===== config.mk =====
export PLATFORM = sky130hd
export DESIGN_NAME = sfs_startup_seq
export DESIGN_NICKNAME = d
export VERILOG_FILES = /design/src/sfs_pkg.sv /design/src/sfs_startup_seq.sv
export SDC_FILE = /design/constraint.sdc
export NUM_CORES = 1
export LEC_CHECK = 0
export BUFFER_PORTS_ARGS = -buffer_cell sky130_fd_sc_hd__clkbuf_2
export CORE_ASPECT_RATIO = 0.5
export CORE_MARGIN = 2
export CORE_UTILIZATION = 50
export CTS_BUF_LIST = sky130_fd_sc_hd__clkbuf_8 sky130_fd_sc_hd__clkbuf_16
export DETAILED_ROUTE_END_ITERATION = 8
export PLACE_DENSITY = 0.69
export SLEW_MARGIN = 20
export SYNTH_ARGS = -nofsm -noshare
export SYNTH_HDL_FRONTEND = slang
export SYNTH_SLANG_ARGS = --single-unit

===== constraint.sdc =====
create_clock -name mclk -period 3.8 [get_ports mclk]
set_clock_uncertainty 0.1 [all_clocks]
set_input_delay 0.19 -clock mclk [delete_from_list [all_inputs] [get_ports mclk]]
set_output_delay 0.19 -clock mclk [all_outputs]
set_load 0.1 [all_outputs]

===== src/sfs_pkg.sv =====
// Package for the default start-up write sequencer: step layout, defaults, timing
package sfs_pkg;

    // ------------------------------------------------------------
    // Launch command and program geometry
    // ------------------------------------------------------------
    localparam logic [7:0]  SFS_LAUNCH_ADDR  = 8'h6f;
    localparam logic [15:0] SFS_LAUNCH_VALUE = 16'h0100;
    localparam logic [4:0]  SFS_START_INDEX  = 5'h00;
    localparam int          SFS_STEP_COUNT   = 25;
    localparam logic [4:0]  SFS_LAST_INDEX   = 5'h18;
    localparam logic [7:0]  SFS_DUMMY_ADDR   = 8'hff;

    // ------------------------------------------------------------
    // Timing: each step lasts k * (2^delay + 8)
    // ------------------------------------------------------------
    localparam int          SFS_CLK_PERIOD_NS = 20;
    localparam int          SFS_K_NS          = 62500;
    localparam int          SFS_TICK_CYCLES   =
        (SFS_K_NS + SFS_CLK_PERIOD_NS - 1) / SFS_CLK_PERIOD_NS;
    localparam logic [15:0] SFS_DELAY_BASE    = 16'h0008;
    localparam int          SFS_RUN_MS        = 300;

    // ------------------------------------------------------------
    // Types
    // ------------------------------------------------------------
    typedef struct packed {
        logic [7:0] target;
        logic [3:0] startBit;
        logic [2:0] stepFieldWidthCode;
        logic [7:0] data;
        logic       stepEndFlag;
        logic [3:0] stepDelayCode;
    } sfs_step_t;

    typedef struct packed {
        logic        valid;
        logic [7:0]  addr;
        logic [15:0] mask;
        logic [15:0] data;
    } sfs_ctrl_wr_t;

    typedef enum logic [1:0] {
        SFS_IDLE,
        SFS_EXEC,
        SFS_WAIT
    } sfs_state_t;

    // ------------------------------------------------------------
    // Power-up contents of the step store
    // ------------------------------------------------------------
    localparam sfs_step_t SFS_DUMMY_STEP = '{8'hff, 4'h0, 3'h0, 8'h00, 1'b0, 4'h0};

    localparam sfs_step_t [SFS_STEP_COUNT-1:0] SFS_DEFAULT_PROGRAM = '{
        0:  '{8'h04, 4'h0, 3'h4, 8'h1a, 1'b0, 4'h0},
        1:  '{8'h05, 4'h0, 3'h7, 8'h47, 1'b0, 4'h6},
        2:  '{8'h05, 4'h1, 3'h1, 8'h01, 1'b0, 4'h0},
        3:  '{8'h04, 4'h0, 3'h0, 8'h01, 1'b0, 4'h0},
        4:  '{8'h0e, 4'h0, 3'h1, 8'h03, 1'b0, 4'h0},
        5:  '{8'h0f, 4'h0, 3'h1, 8'h03, 1'b0, 4'h0},
        6:  '{8'h16, 4'h1, 3'h0, 8'h01, 1'b0, 4'h0},
        7:  '{8'h12, 4'h2, 3'h1, 8'h03, 1'b0, 4'h5},
        8:  SFS_DUMMY_STEP,
        9:  '{8'h04, 4'h4, 3'h0, 8'h00, 1'b0, 4'h0},
        10: '{8'h62, 4'h0, 3'h0, 8'h01, 1'b0, 4'h6},
        11: SFS_DUMMY_STEP,
        12: '{8'h5a, 4'h0, 3'h7, 8'h11, 1'b0, 4'h0},
        13: '{8'h5e, 4'h0, 3'h7, 8'h11, 1'b0, 4'h0},
        14: '{8'h5a, 4'h0, 3'h7, 8'h33, 1'b0, 4'h0},
        15: '{8'h5e, 4'h0, 3'h7, 8'h33, 1'b0, 4'h0},
        16: '{8'h43, 4'h0, 3'h3, 8'h0f, 1'b0, 4'hc},
        17: '{8'h44, 4'h0, 3'h7, 8'hf0, 1'b0, 4'h0},
        18: SFS_DUMMY_STEP,
        19: '{8'h5a, 4'h0, 3'h7, 8'h77, 1'b0, 4'h0},
        20: '{8'h5e, 4'h0, 3'h7, 8'h77, 1'b0, 4'h0},
        21: '{8'h5a, 4'h0, 3'h7, 8'hff, 1'b0, 4'h0},
        22: '{8'h5e, 4'h0, 3'h7, 8'hff, 1'b1, 4'h0},
        23: SFS_DUMMY_STEP,
        24: SFS_DUMMY_STEP
    };

endpackage : sfs_pkg


===== src/sfs_startup_seq.sv =====
// Default start-up write sequencer: step store, launch decode, step timing, field writes
//
// Notes on behaviour
// - Writing 0100h to 6Fh launches program
// - Start at index zero, ascend until end
// - Step 1 writes 47h to 05h, delay 6h
// - Step 2 updates 05h bits 2:1 with 01h
// - Steps 8, 11, 18 are dummy FFh writes
// - Step 20 writes 77h into 5Eh
// - Step 22 writes FFh, carries end flag
// - Whole default program takes about 300 ms
// - Step lasts k times (2^delay plus 8)
// - Width code selects 1 to 8 data bits
// - End flag halts after step's delay
// - Entries rewritable; kept until power loss
`timescale 1ns/100ps

module sfs_startup_seq
    import sfs_pkg::*;
#(
    parameter int TICK_CYCLES = sfs_pkg::SFS_TICK_CYCLES
) (
    input  wire logic                  mclk,
    input  wire logic                  rst_n,
    input  wire logic                  ctrlWrEn,
    input  wire logic [7:0]            ctrlWrAddr,
    input  wire logic [15:0]           ctrlWrValue,
    input  wire logic                  stepWrEn,
    input  wire logic [4:0]            stepWrIndex,
    input  wire sfs_pkg::sfs_step_t    stepWrEntry,
    output sfs_pkg::sfs_ctrl_wr_t      regWrite,
    output logic                       busy,
    output logic                       seqDone,
    output logic [4:0]                 stepProgramPointer
);
    import sfs_pkg::*;

    // ------------------------------------------------------------
    // Parameter check
    // ------------------------------------------------------------
    if (TICK_CYCLES < 2 || TICK_CYCLES > 4095) begin : g_bad_tick
        $error("TICK_CYCLES must lie in 2..4095");
    end

    localparam logic [11:0] TICK_LAST = 12'(TICK_CYCLES - 1);

    // ------------------------------------------------------------
    // State
    // ------------------------------------------------------------
    typedef struct packed {
        sfs_state_t                        phase;
        logic [4:0]                        ptr;
        logic [11:0]                       divCnt;
        logic [15:0]                       ticksLeft;
        logic                              busy;
        logic                              done;
        sfs_ctrl_wr_t                      wr;
        sfs_step_t [SFS_STEP_COUNT-1:0]    prog;
    } sfs_core_t;

    // Async reset stands for power loss; the store is refilled from constants
    localparam sfs_core_t CORE_RESET = '{
        phase:     SFS_IDLE,
        ptr:       SFS_START_INDEX,
        divCnt:    12'h000,
        ticksLeft: 16'h0000,
        busy:      1'b0,
        done:      1'b0,
        wr:        '0,
        prog:      SFS_DEFAULT_PROGRAM
    };

    sfs_core_t core_reg;
    sfs_core_t core_next;
    sfs_step_t cur;
    logic [7:0] widthMask;
    logic       launch;

    // ------------------------------------------------------------
    // Next state
    // ------------------------------------------------------------
    always_comb begin
        core_next  = core_reg;
        cur        = core_reg.prog[core_reg.ptr];
        widthMask  = 8'((9'h002 << cur.stepFieldWidthCode) - 9'h001);
        launch     = ctrlWrEn && ctrlWrAddr == SFS_LAUNCH_ADDR
                     && ctrlWrValue == SFS_LAUNCH_VALUE;
        core_next.wr.valid = 1'b0;

        // Software may rewrite any entry at any time, even mid-run
        if (stepWrEn && stepWrIndex <= SFS_LAST_INDEX) begin
            core_next.prog[stepWrIndex] = stepWrEntry;
        end

        case (core_reg.phase)
            SFS_IDLE: begin
                // A launch during a run is ignored rather than restarting mid-ramp
                if (launch) begin
                    core_next.phase = SFS_EXEC;
                    core_next.ptr   = SFS_START_INDEX;
                    core_next.busy  = 1'b1;
                    core_next.done  = 1'b0;
                end
            end
            SFS_EXEC: begin
                // Dummy target consumes its delay but issues nothing
                core_next.wr.valid = cur.target != SFS_DUMMY_ADDR;
                core_next.wr.addr  = cur.target;
                core_next.wr.mask  = 16'({8'h00, widthMask}) << cur.startBit;
                core_next.wr.data  = 16'({8'h00, cur.data & widthMask}) << cur.startBit;
                core_next.divCnt    = 12'h001;
                core_next.ticksLeft = (16'h0001 << cur.stepDelayCode) + SFS_DELAY_BASE;
                core_next.phase     = SFS_WAIT;
            end
            SFS_WAIT: begin
                if (core_reg.divCnt == TICK_LAST) begin
                    core_next.divCnt = 12'h000;
                    if (core_reg.ticksLeft == 16'h0001) begin
                        // Step fully elapsed, delay included
                        if (cur.stepEndFlag || core_reg.ptr == SFS_LAST_INDEX) begin
                            core_next.phase = SFS_IDLE;
                            core_next.busy  = 1'b0;
                            core_next.done  = cur.stepEndFlag;
                        end else begin
                            core_next.ptr   = core_reg.ptr + 5'h01;
                            core_next.phase = SFS_EXEC;
                        end
                    end else begin
                        core_next.ticksLeft = core_reg.ticksLeft - 16'h0001;
                    end
                end else begin
                    core_next.divCnt = core_reg.divCnt + 12'h001;
                end
            end
            default: begin
                core_next.phase = SFS_IDLE;
                core_next.busy  = 1'b0;
            end
        endcase
    end

    // ------------------------------------------------------------
    // Registers
    // ------------------------------------------------------------
    always_ff @(posedge mclk or negedge rst_n) begin
        if (!rst_n) begin
            core_reg <= CORE_RESET;
        end else begin
            core_reg <= core_next;
        end
    end

    // ------------------------------------------------------------
    // Outputs
    // ------------------------------------------------------------
    assign regWrite           = core_reg.wr;
    assign busy               = core_reg.busy;
    assign seqDone            = core_reg.done;
    assign stepProgramPointer = core_reg.ptr;

endmodule : sfs_startup_seq


# After elaboration in Yosys (flattened, before gate mapping)
# Cells that the tools add are included.
# classes
n_addsub,5
magnitude_cmp,4
n_eq_ne,14
n_shift,4
n_mux,22
bitwise,2
n_reduce_logical,13
# ops
cell,n
700-bit bitwise mux,1
28-bit binary-select mux with 5-bit select,1
28-bit demux with 5-bit select,1
28-bit 2-to-1 mux,2
28-bit one-hot mux with 2 select lines,1
41-bit 2-to-1 mux,1
8-bit by 4-bit left shift with 16-bit output,2
7-bit 2-to-1 mux,3
18-bit 2-to-1 mux,1
16-bit by 4-bit adder with 16-bit output (second input constant),1
16-bit by 1-bit == test with 1-bit output (second input constant),1
16-bit by 9-bit == test with 1-bit output (second input constant),1
16-bit 2-to-1 mux,1
1-bit by 4-bit left shift with 16-bit output (first input constant),1
16-bit by 1-bit subtractor with 16-bit output (second input constant),1
5-bit AND reduction,3
12-bit by 1-bit adder with 12-bit output (second input constant),1
12-bit == test (second input constant),1
5-bit by 6-bit < comparator with 1-bit output (second input constant),2
12-bit 2-to-1 mux,1
2-bit != test (second input constant),6
5-bit one-hot mux with 2 select lines,1
8-bit bitwise AND,1
8-bit by 7-bit == test with 1-bit output (second input constant),1
other kinds (21),28
# totals
ff_bits,778
inputBits,61
output_inout_bits,48
elab_cells,224

# Longest topological paths before layout
# Gate-level depths: netlist of run 1.
# depth
depth_word,7
depth_mapped,18
depth_no_buf,12

# Worst setup path after synthesis of run 1
# OpenSTA, ideal clock, no wires.
# synth_path
path_type,flip-flop to flip-flop
start,register core_reg (netlist bit stepProgramPointer[0])
end,register core_reg (netlist bit regWrite[15])
setup_ns,0.069
arrival_ns,3.387
required_ns,3.631
setup_slack_ns,0.245
path_stages_with_launch,15
path_buffers,2
synth_period_minus_slack_ns,3.555
path_cell_list,dfrtp_1 buf_6 mux4_2 a22o_1 a211o_1 nand2_1 buf_2 nand3_1 ha_1 a221oi_1 nand2_1 o21ai_0 o32ai_1 or4_1 nand3_1
# synth_between
elab_chain_len,6
# synth_lines
element,line,source
from (decl),sfs_startup_seq.sv:73,sfs_core_t core_reg;
from (signal assigned),sfs_startup_seq.sv:149,core_reg <= core_next;
28-bit binary-select mux with 5-bit select (*),sfs_startup_seq.sv:84,cur = core_reg.prog[core_reg.ptr];
28-bit 2-to-1 mux (implied by the code) (*),sfs_startup_seq.sv:84,
2-bit by 3-bit left shift with 8-bit output,sfs_startup_seq.sv:85,widthMask = 8'((9'h002 << cur.stepFieldWidthCode) - 9'h001);
8-bit by 1-bit subtractor with 8-bit output,sfs_startup_seq.sv:85,
8-bit bitwise AND,sfs_startup_seq.sv:110,"core_next.wr.data = 16'({8'h00, cur.data & widthMask}) << cur.startBit;"
8-bit by 4-bit left shift with 16-bit output (*),sfs_startup_seq.sv:110,
# Mark *: on every way between the ends. The rest lies on a longest branch, timed or not. The select of a mux whose other input is x is not followed.
# A chain may end at the register's enable or synchronous reset.

# Worst setup path after layout of run 1
# layout_path
start,register core_reg (netlist bit stepProgramPointer[0])
end,register core_reg (netlist bit regWrite[4])
# Same word-level chain as after synthesis.

==> impl_results.md, run 1 <==
* Worst reg2reg setup slack at 160 ps
* Unrepaired setup endpoints after global routing: true
* DR iter-0 viols at 2013
* DP Area at 39080 um^2
* Vias at between 20k and 25k
* Synth Instances at about 2.6k
* CP Launch Type: register
* Crit Path Max Fanout at 11
* CP Class: register to register
* Final nets at 2792
* Clock transition at path regs at around 70 ps
* Status: finished clean
* Origin of the worst min-delay path: ctrlWrValue[1]
* Hold Crit Class: input port to register
* CTS Buffer Depth at 3
* Final critical delay including setup and external delays at ~3600 ps
* DR pass1 iterations at 5
* Synth Net Count at 2718
* Setup crit end kind: register
* DRT antenna net count at 0
* Post-synth EDFFs at 0
* Synth cell types at 81
* Critical Path RT at 4240 ps
* Fin Setup TNS at 0 ps
* Drt drc at 0
* Post-DR wirelength/cell at between 20 and 30 um
* Final hold slack at 24.28 ps
* Overall global routing resource usage at 26.01%
* Fin area at 41660 um^2
* Maximum vdd ir drop at just over 300 uV
* Crit path max-delay family: multiplexers
* Dpl hpwl at 60.94 mm
* Worst Hold End: stepProgramPointer[4]
* Power Density at 510.6 nW/um^2
* Worst r2r src: stepProgramPointer[0]
* Input/output buffers at 108
* Worst Reg-to-Reg Cells at 14
* Starting Density at 50.72%
* Seq cells post-synth at 778
* Area Growth Syn to Fin at 11.91%
* Tightest Pin Transition at 1050 ps
* Max reg flops at 730
* Most frequent cell after synthesis: mux2_2
* Syn avg cell area at 14.07 um^2
* FP Rows at 70
* Pin count of the biggest net entering global routing at between 100 and 150
* Worst path bufs/invs at 3
* Slowest CP cell: dfrtp_4
* Final hold viol count at 0
* Worst-Skew Late Latency at about 640 ps
* Die W at 389.9 um
* Warnings from Yosys at 0
* CP max stage delay at 510 ps
* Top cell type by total area after synthesis: dfrtp_1
* Hold Path Depth at 5
* First-pass GRT wire length at 149.7 mm
* Clock Sinks at 778
* Peak Freq at 274.4 MHz
* Worst path arrival time at 4090 ps
* Cell Area, Synth at 37230 um^2
* CTS tree: yes
* Chip Height at 196.9 um
* H-tree Lvls at 3
* Synth top area cells: dfrtp_1 38%, mux2_2 21%, dfstp_2 15%
* LEAKAGE at 18.28 nW
* Detailed Route WL at 98.02 mm
* Vias in the first global route at about 23k
* Max-Cap Viols at 0
* Global route overflow at 0
* Pins Over Slew Limit at 0
* R2r endpoint: regWrite[4]
* Synth top area share at 37.64%
* Share of post-route cells with drive strength above 1 at 53.67%
* Number of antenna violations at the first check in global routing at 0
* Worst path depth at 14
* Die ar. at 76790 um^2
* Period utilization at 95.92%
* Headroom to the max-slew limit at 29.73%
* Worst path cell trace: buf_12 > mux4_2 > mux2i_1 > o2111ai_2 > and2_4 > nand3_1 > ha_1 > buf_4 > o31ai_4 > a211oi_2 > o32ai_2 > buf_4 > mux2_1 > o2bb2ai_1
* Setup violations, final at 0
* Commonest cells in the synthesized netlist: 704 x mux2_2, 560 x dfrtp_1, 218 x dfstp_2
* Core footprint at about 73000 um^2
* Antenna cells at 0
* Most used DFF post-synth: dfrtp_1
* Root buffer cell: clkbuf_16
* TritonCTS Buffers at 73
* Async set-reset flop share out of synthesis at between 90% and 100%
* Gp weighted congestion at 0.8859
* I/O Pins at around 110
* Vias per cell at roughly 6
* Sequential share of the synthesized area at between 50% and 60%
* Most frequent CP cell: buf_4
[cells in the final DEF (no fill, tap or decap), types with 70 or more instances in the layout]
cell / n
buf_4: 126
clkbuf_16: 76
o21ai_0: 70
clkbuf_2: 107
nand2_1: 99
dfstp_2: 218
dfrtp_1: 557
mux2_2: 704
mux2i_1: 86
mux4_2: 149
[how the worst max path moves through the flow]
stage / startpoint / endpoint / slack [ps]
finish: stepProgramPointer[0] / regWrite[4] / 160
global route: stepProgramPointer[0] / regWrite[4] / -80
CTS: stepProgramPointer[0] / regWrite[4] / 30
detailed placement: stepProgramPointer[0] / regWrite[40] / -20
global placement: stepProgramPointer[0] / regWrite[40] / 30
floorplan: stepProgramPointer[0] / regWrite[15] / 240
[layout make-up]
type,instances,area (um^2)
clock buffer,97,2191
clock inverter,35,296.5
fill,5835,31730
inverter,21,78.83
multi-input combinational,1589,16210
sequential,778,19750
tap,972,1216
timing repair buffer,256,1916
[repair_timing]
action,4_1_cts,5_1_grt
hold buffers,2,0
gates resized for setup,1,7
setup endpoints to repair,1,14
endpoints found under the hold margin,82,0
pin swaps,0,1
buffers inserted,0,5
[tightest hold or removal path, delay by kind of cell]
family,cells,cell delay [ps]
buffers and inverters,1,80
and+or+nand+nor,4,440
[per-layer routing]
layer	vias to the layer above	global-route usage, %	part of all wire, %
met5	-	0	0
met4	0	6.735	2.3
met3	156	5.827	6.9
met2	690	39.72	45
met1	12285	37.83	45
li1	9929	-	-
[power by group]
group / internal (mW) / switching [mW] / leakage (nW)
Clock: 4.38 / 3.23 / 1.30
Sequential: 9.91 / 0.640 / 9.58
Combinational: 1.75 / 1.36 / 7.40
Total: 16.0 / 5.23 / 18.3
[stage by stage]
| stage | instances | setup slack (ps) | utilization, % | power [mW] |
|---|---|---|---|---|
| 3_5_place_dp | 3609 | -18.12 | 53.24 | 13.78 |
| 4_1_cts | 3743 | 25.18 | 56.66 | 21.38 |
| 5_1_grt | 3748 | -77.46 | 56.76 | 22.18 |
| 3_3_place_gp | 3609 | 29.86 | 53.24 | 13.62 |
| 2_1_floorplan | 2645 | 244.6 | - | 12.68 |
| 6_report | 3748 | 155.2 | 56.76 | 21.27 |
[cell families after synthesis]
kind of cell    count (synthesis)  synth area share (%)
compound gates                293                 5.462
xor+xnor                       12                0.2823
fa+ha+maj                      12                0.4033
buf+inv                       278                 3.764
flops                         778                 53.03
mux                           940                 32.65
simple gates                  332                 4.410
Power figures use the tool's default switching activity.
==> run 2, diff against run 1 <==
--- a/config.mk
+++ b/config.mk
@@ -6,7 +6,7 @@
 export NUM_CORES = 1
 export LEC_CHECK = 0
 export BUFFER_PORTS_ARGS = -buffer_cell sky130_fd_sc_hd__clkbuf_2
-export CORE_ASPECT_RATIO = 0.5
+export CORE_ASPECT_RATIO = 1.5
 export CORE_MARGIN = 2
 export CORE_UTILIZATION = 50
 export CTS_BUF_LIST = sky130_fd_sc_hd__clkbuf_8 sky130_fd_sc_hd__clkbuf_16
==> run 2 against run 1 <==
  * Power up 1.9%
  * Via count increased by 0.57%
  * Worst setup slack lost 40 ps
  * Sequential share of layout area is 0.32 points lower
  * Cell area increased by 0.68%
  * Critical endpoint is now regWrite[12]
  * Highest routed layer is now met5
==> impl_results.md, run 2 (synthesis results as in run 1) <==
* Origin of the worst min-delay path: ctrlWrAddr[4]
* Input/output buffers at 108
* Setup WS post-layout at approximately 110 ps
* Core footprint at 73730 um^2
* Vias in the first global route at 24.77k
* CP Class: register to register
* Final hold viol count at 0
* First-pass GRT wire length at 152.4 mm
* Hold Path Depth at 6
* Dpl hpwl at 62.51 mm
* Critical path endpoint: regWrite[12]
* Detailed Route WL at 100.3 mm
* Worst-Skew Late Latency at approximately 640 ps
* Worst reg2reg setup slack at 110 ps
* H-tree Lvls at 3
* Commonest non-fill, non-tap cell in the layout: mux2_2
* Status: finished clean
* CTS Buffer Depth at 3
* Hold Crit Class: input port to register
* Drt drc at 0
* Pin count of the biggest net entering global routing at approximately 150
* Highest-count cells in the layout ignoring fill and taps: 704 x mux2_2, 557 x dfrtp_1, 218 x dfstp_2
* Number of antenna violations at the first check in global routing at 3
* Headroom to the max-slew limit at 25.39%
* CP max stage delay at ~580 ps
* Crit Path Max Fanout at 22
* Gp weighted congestion at 0.8733
* Met3 wire length at between 4 and 5 mm
* Worst Setup SP: stepProgramPointer[1]
* Setup violations, final at 0
* Crit path max-delay family: compound AO/OA/AOI/OAI gates
* Final nets at between 2k and 3k
* I/O Pins at 109
* DRT antenna net count at 0
* Global route overflow at 0
* R2r endpoint: regWrite[12]
* Pins Over Slew Limit at 0
* Top Layer Used: met5
* Most frequent CP cell: buf_4
* Clock transition at path regs at 60 ps
* Setup crit end kind: register
* Worst Reg-to-Reg Cells at 13
* Period utilization at 96.98%
* Peak Freq at ~270 MHz
* Starting Density at 50.49%
* DR pass1 iterations at 5
* Metal2 WL at 51.35 mm
* Post-Place Worst Slack at 84.08 ps
* LEAKAGE at around 18 nW
* Vias per cell at 6.134
* Design Power at 21.67 mW
* DR iter-0 viols at 1606
* Max-Cap Viols at 0
* Met1 WL at 40.35 mm
* Maximum vdd ir drop at 357.3 uV
* Final Util at 56.89%
* Post-DR wirelength/cell at about 27 um
* Worst path arrival time at just over 4000 ps
* Share of post-route cells with drive strength above 1 at between 50 and 60%
* Final critical delay including setup and external delays at about 3700 ps
* Vias at 23.19k
* Max reg flops at 730
* Slowest CP cell: dfrtp_4
* Area Growth Syn to Fin at 12.67%
* Worst path bufs/invs at 4
* Worst r2r src: stepProgramPointer[1]
* Critical Path RT at around 4300 ps
* TritonCTS Buffers at 77
* CTS tree: yes
* Root buffer cell: clkbuf_16
* Tightest Pin Transition at about 1100 ps
* Clock Sinks at 778
* Overall global routing resource usage at a little over a quarter
* Die W at 226.8 um
* Worst path depth at 13
* Chip Height at 338.2 um
* Power Density at 516.6 nW/um^2
* FP Rows at about 120
* Worst path cell trace: buf_4 > buf_4 > mux4_2 > a22o_1 > a211oi_2 > buf_4 > nor2_1 > buf_4 > or3_1 > nor2_1 > a41oi_1 > o32ai_1 > a221o_1
* Die ar. at 76700 um^2
* Unrepaired setup endpoints after global routing: true
* CP Launch Type: register
## run 2: worst min-delay path by stage
stage / end / slack, ps
6_report: core_reg[776] / 60
2_1_floorplan: busy / -210
3_3_place_gp: core_reg[561] / 30
3_5_place_dp: core_reg[589] / 30
4_1_cts: core_reg[50] / 30
5_1_grt: core_reg[52] / 60
## run 2: report_power, final
part | total [mW] | switching (mW) | internal (mW)
clock | 7.95 | 3.30 | 4.66
combinational | 3.15 | 1.38 | 1.77
sequential | 10.6 | 0.652 | 9.91
## run 2: layout make-up
| cell class | count | area, um^2 |
|---|---|---|
| flip-flops and latches | 778 | 19750 |
| diodes | 2 | 5.005 |
| clock buffers | 100 | 2288 |
| well taps | 992 | 1241 |
| multi-input cells | 1589 | 16220 |
| inverters | 21 | 78.83 |
| repair buffers | 255 | 1979 |
| clock inverters | 44 | 385.4 |
| fillers | 5806 | 31780 |
## run 2: per-layer routing
metal  global-route usage, %  up-vias
met2                   45.40      592
met1                   33.16    12435
met4                   11.35        6
met3                   3.689      217
met5                       0        -
li1                        -     9942
## run 2: per-stage QoR
step           cell area [um^2]  cells  hold slack, ps  setup TNS, ps
2_1_floorplan             37230   2645          -205.6              0
3_3_place_gp              39110   3625           26.45              0
3_5_place_dp              39110   3625           25.86              0
4_1_cts                   41840   3774           34.12              0
5_1_grt                   41940   3780           63.80         -13.38
6_report                  41950   3781           55.49              0
## run 2: timing repair
action	CTS	global route
setup endpoints to repair	0	16
endpoints found under the hold margin	491	0
hold buffers	5	0
gates resized for setup	0	10
buffers inserted	0	4
## run 2: tightest hold or removal path, cell delays in order
cell,delay (ps)
clkbuf_2,80
nor4_1,40
nand3_1,110
nand2_1,80
nand3_1,150
o31ai_1,100
==> run 3, diff against run 2 <==
--- a/config.mk
+++ b/config.mk
@@ -11,7 +11,7 @@
 export CORE_UTILIZATION = 50
 export CTS_BUF_LIST = sky130_fd_sc_hd__clkbuf_8 sky130_fd_sc_hd__clkbuf_16
 export DETAILED_ROUTE_END_ITERATION = 8
-export PLACE_DENSITY = 0.69
+export PLACE_DENSITY = 0.74
 export SLEW_MARGIN = 20
 export SYNTH_ARGS = -nofsm -noshare
 export SYNTH_HDL_FRONTEND = slang
==> run 3 against run 2 <==
  * Non-clock buffer count grew 28
  * Global-route usage grew 0.16 points
  * Count of clock-buffer cells in the layout shrank 7
  * Power shrank 0.20%
  * Worst setup slack gained 29 ps
  * Worst hold slack gained 2.5 ps
  * Register-to-register slack gained 30 ps
  * Die area is the same
  * Largest power group unchanged
  * Core utilization grew 0.076 points
  * Cell count grew 0.50%
==> impl_results.md, run 3 (synthesis results as in run 1) <==
* Status: finished clean
* Clock transition at path regs at 70 ps
* Critical Path RT at about 4300 ps
* CP Class: register to register
* Root buffer cell: clkbuf_16
* Fin Setup TNS at 0 ps
* Vias at 23.48k
* Die W at 226.8 um
* Chip Height at 338.2 um
* Worst r2r src: stepProgramPointer[0]
* Core footprint at 73730 um^2
* Global route overflow at 0
* I/O Pins at between 100 and 150
* Worst reg2reg setup slack at 140 ps
* LEAKAGE at ~18 nW
* Clock Sinks at 778
* Setup crit end kind: register
* DR pass1 iterations at 5
* Tightest Pin Transition at between 1000 and 1500 ps
* DRT antenna net count at 0
* Final critical delay including setup and external delays at 3656 ps
* Worst path depth at 12
* Metal2 WL at around 52 mm
* R2r endpoint: regWrite[12]
* Overall global routing resource usage at 26.57%
* CP max stage delay at 560 ps
* CTS Buffer Depth at 3
* Gp weighted congestion at 0.8760
* Highest-count cells in the layout ignoring fill and taps: 704 x mux2_2, 557 x dfrtp_1, 218 x dfstp_2
* DR iter-0 viols at around 1.6k
* Pin count of the biggest net entering global routing at 112
* Number of antenna violations at the first check in global routing at 3
* TritonCTS Buffers at 74
* Final hold viol count at 0
* Vias in the first global route at between 20k and 30k
* Met1 WL at 38.73 mm
* Slowest CP cell: mux4_2
* Crit Path Max Fanout at 21
* Commonest non-fill, non-tap cell in the layout: mux2_2
* Starting Density at between 50% and 60%
* Pins Over Slew Limit at 0
* CTS tree: yes
* Area Growth Syn to Fin at 12.83%
* Critical path endpoint: regWrite[12]
* Met3 wire length at 5.133 mm
* Die ar. at 76700 um^2
* Worst path arrival time at 4120 ps
* Peak Freq at 273.5 MHz
* Crit path max-delay family: multiplexers
* Worst Setup SP: stepProgramPointer[0]
* CP Launch Type: register
* Post-DR wirelength/cell at 26.42 um
* Final nets at 2820
* Dpl hpwl at 63.38 mm
* # fillers at 5687
* Most frequent CP cell: buf_4
* Input/output buffers at 108
* Setup violations, final at 0
* Max-Cap Viols at 0
* Share of post-route cells with drive strength above 1 at 54.22%
* First-pass GRT wire length at 153.7 mm
* Design Power at 21.63 mW
* Worst path bufs/invs at 3
* H-tree Lvls at 3
* Hold Crit Class: input port to register
* Max reg flops at between 700 and 800
* Headroom to the max-slew limit at 30.92%
* Detailed Route WL at 100.4 mm
* Worst Reg-to-Reg Cells at 12
* Top Layer Used: met5
* Vias per cell at 6.179
* Drt drc at 0
* Power Density at a little over 500 nW/um^2
* Worst-Skew Late Latency at 630 ps
* FP Rows at 122
* Worst path cell trace: buf_8 > buf_4 > mux4_2 > mux2i_1 > nand2_1 > and2_1 > buf_4 > or3_1 > nor2_1 > a41oi_1 > o32ai_1 > a221o_1
* Period utilization at 96.22%
* Origin of the worst min-delay path: stepWrEntry[27]
* Maximum vdd ir drop at about 330 uV
==> run 3: cell types whose count changed in the layout (fill, tap and decap cells not counted), sizes merged, moves of 2 or more <==
cell,previous run,this run
clkinvlp,2,6
bufinv,6,8
buf,143,170
clkbuf,208,202
inv,42,36
==> run 3: timing repair <==
action / in CTS / in global routing
setup endpoints to repair: 1 / 15
hold buffers: 4 / 0
gates resized for setup: 1 / 15
endpoints found under the hold margin: 85 / 0
gates cloned: 0 / 2
pin swaps: 0 / 3
buffers inserted: 0 / 4
==> run 3: worst min path at each step <==
| stage | end | cells after the start |
|---|---|---|
| floorplan | busy | 0 |
| global placement | core_reg[111] | 1 |
| detailed placement | core_reg[223] | 1 |
| CTS | core_reg[587] | 2 |
| global route | core_reg[434] | 2 |
| finish | core_reg[587] | 2 |
==> run 3: area by class of cell <==
class	count	area [um^2]	share of cell area, %
Tap cell	992	1241	2.955
Antenna cell	1	2.502	0.005958
Sequential cell	778	19750	47.02
Inverter	21	78.83	0.1877
Clock inverter	43	436.7	1.040
Multi-Input combinational cell	1589	16250	38.69
Timing Repair Buffer	283	2095	4.987
Clock buffer	93	2147	5.112
==> run 3: per-stage QoR <==
| stage | area, um^2 | hold slack (ps) | instances | setup WS [ps] | util, % |
|---|---|---|---|---|---|
| 3_3_place_gp | 39210 | 175.3 | 3653 | 61.73 | 53.19 |
| 6_report | 42000 | 57.98 | 3800 | 143.7 | 56.97 |
| 5_1_grt | 42000 | 100.3 | 3800 | -29.68 | 56.97 |
| 3_5_place_dp | 39210 | 177.6 | 3653 | -1.688 | 53.19 |
| 4_1_cts | 41840 | 27.39 | 3793 | 39.73 | 56.75 |
| 2_1_floorplan | 37230 | -205.6 | 2645 | 244.6 | - |
==> run 3: report_power, final <==
group | leakage [nW] | total (mW) | switching (mW) | internal [mW]
sequential | 9.58 | 10.6 | 0.681 | 9.91
clock | 1.31 | 7.81 | 3.25 | 4.56
combinational | 7.53 | 3.23 | 1.42 | 1.81
==> run 3: per-layer routing <==
metal	vias to the layer above	track usage, %
li1	9981	-
met1	12564	32.31
met2	704	46.70
met3	229	4.270
met4	4	10.80
met5	-	0
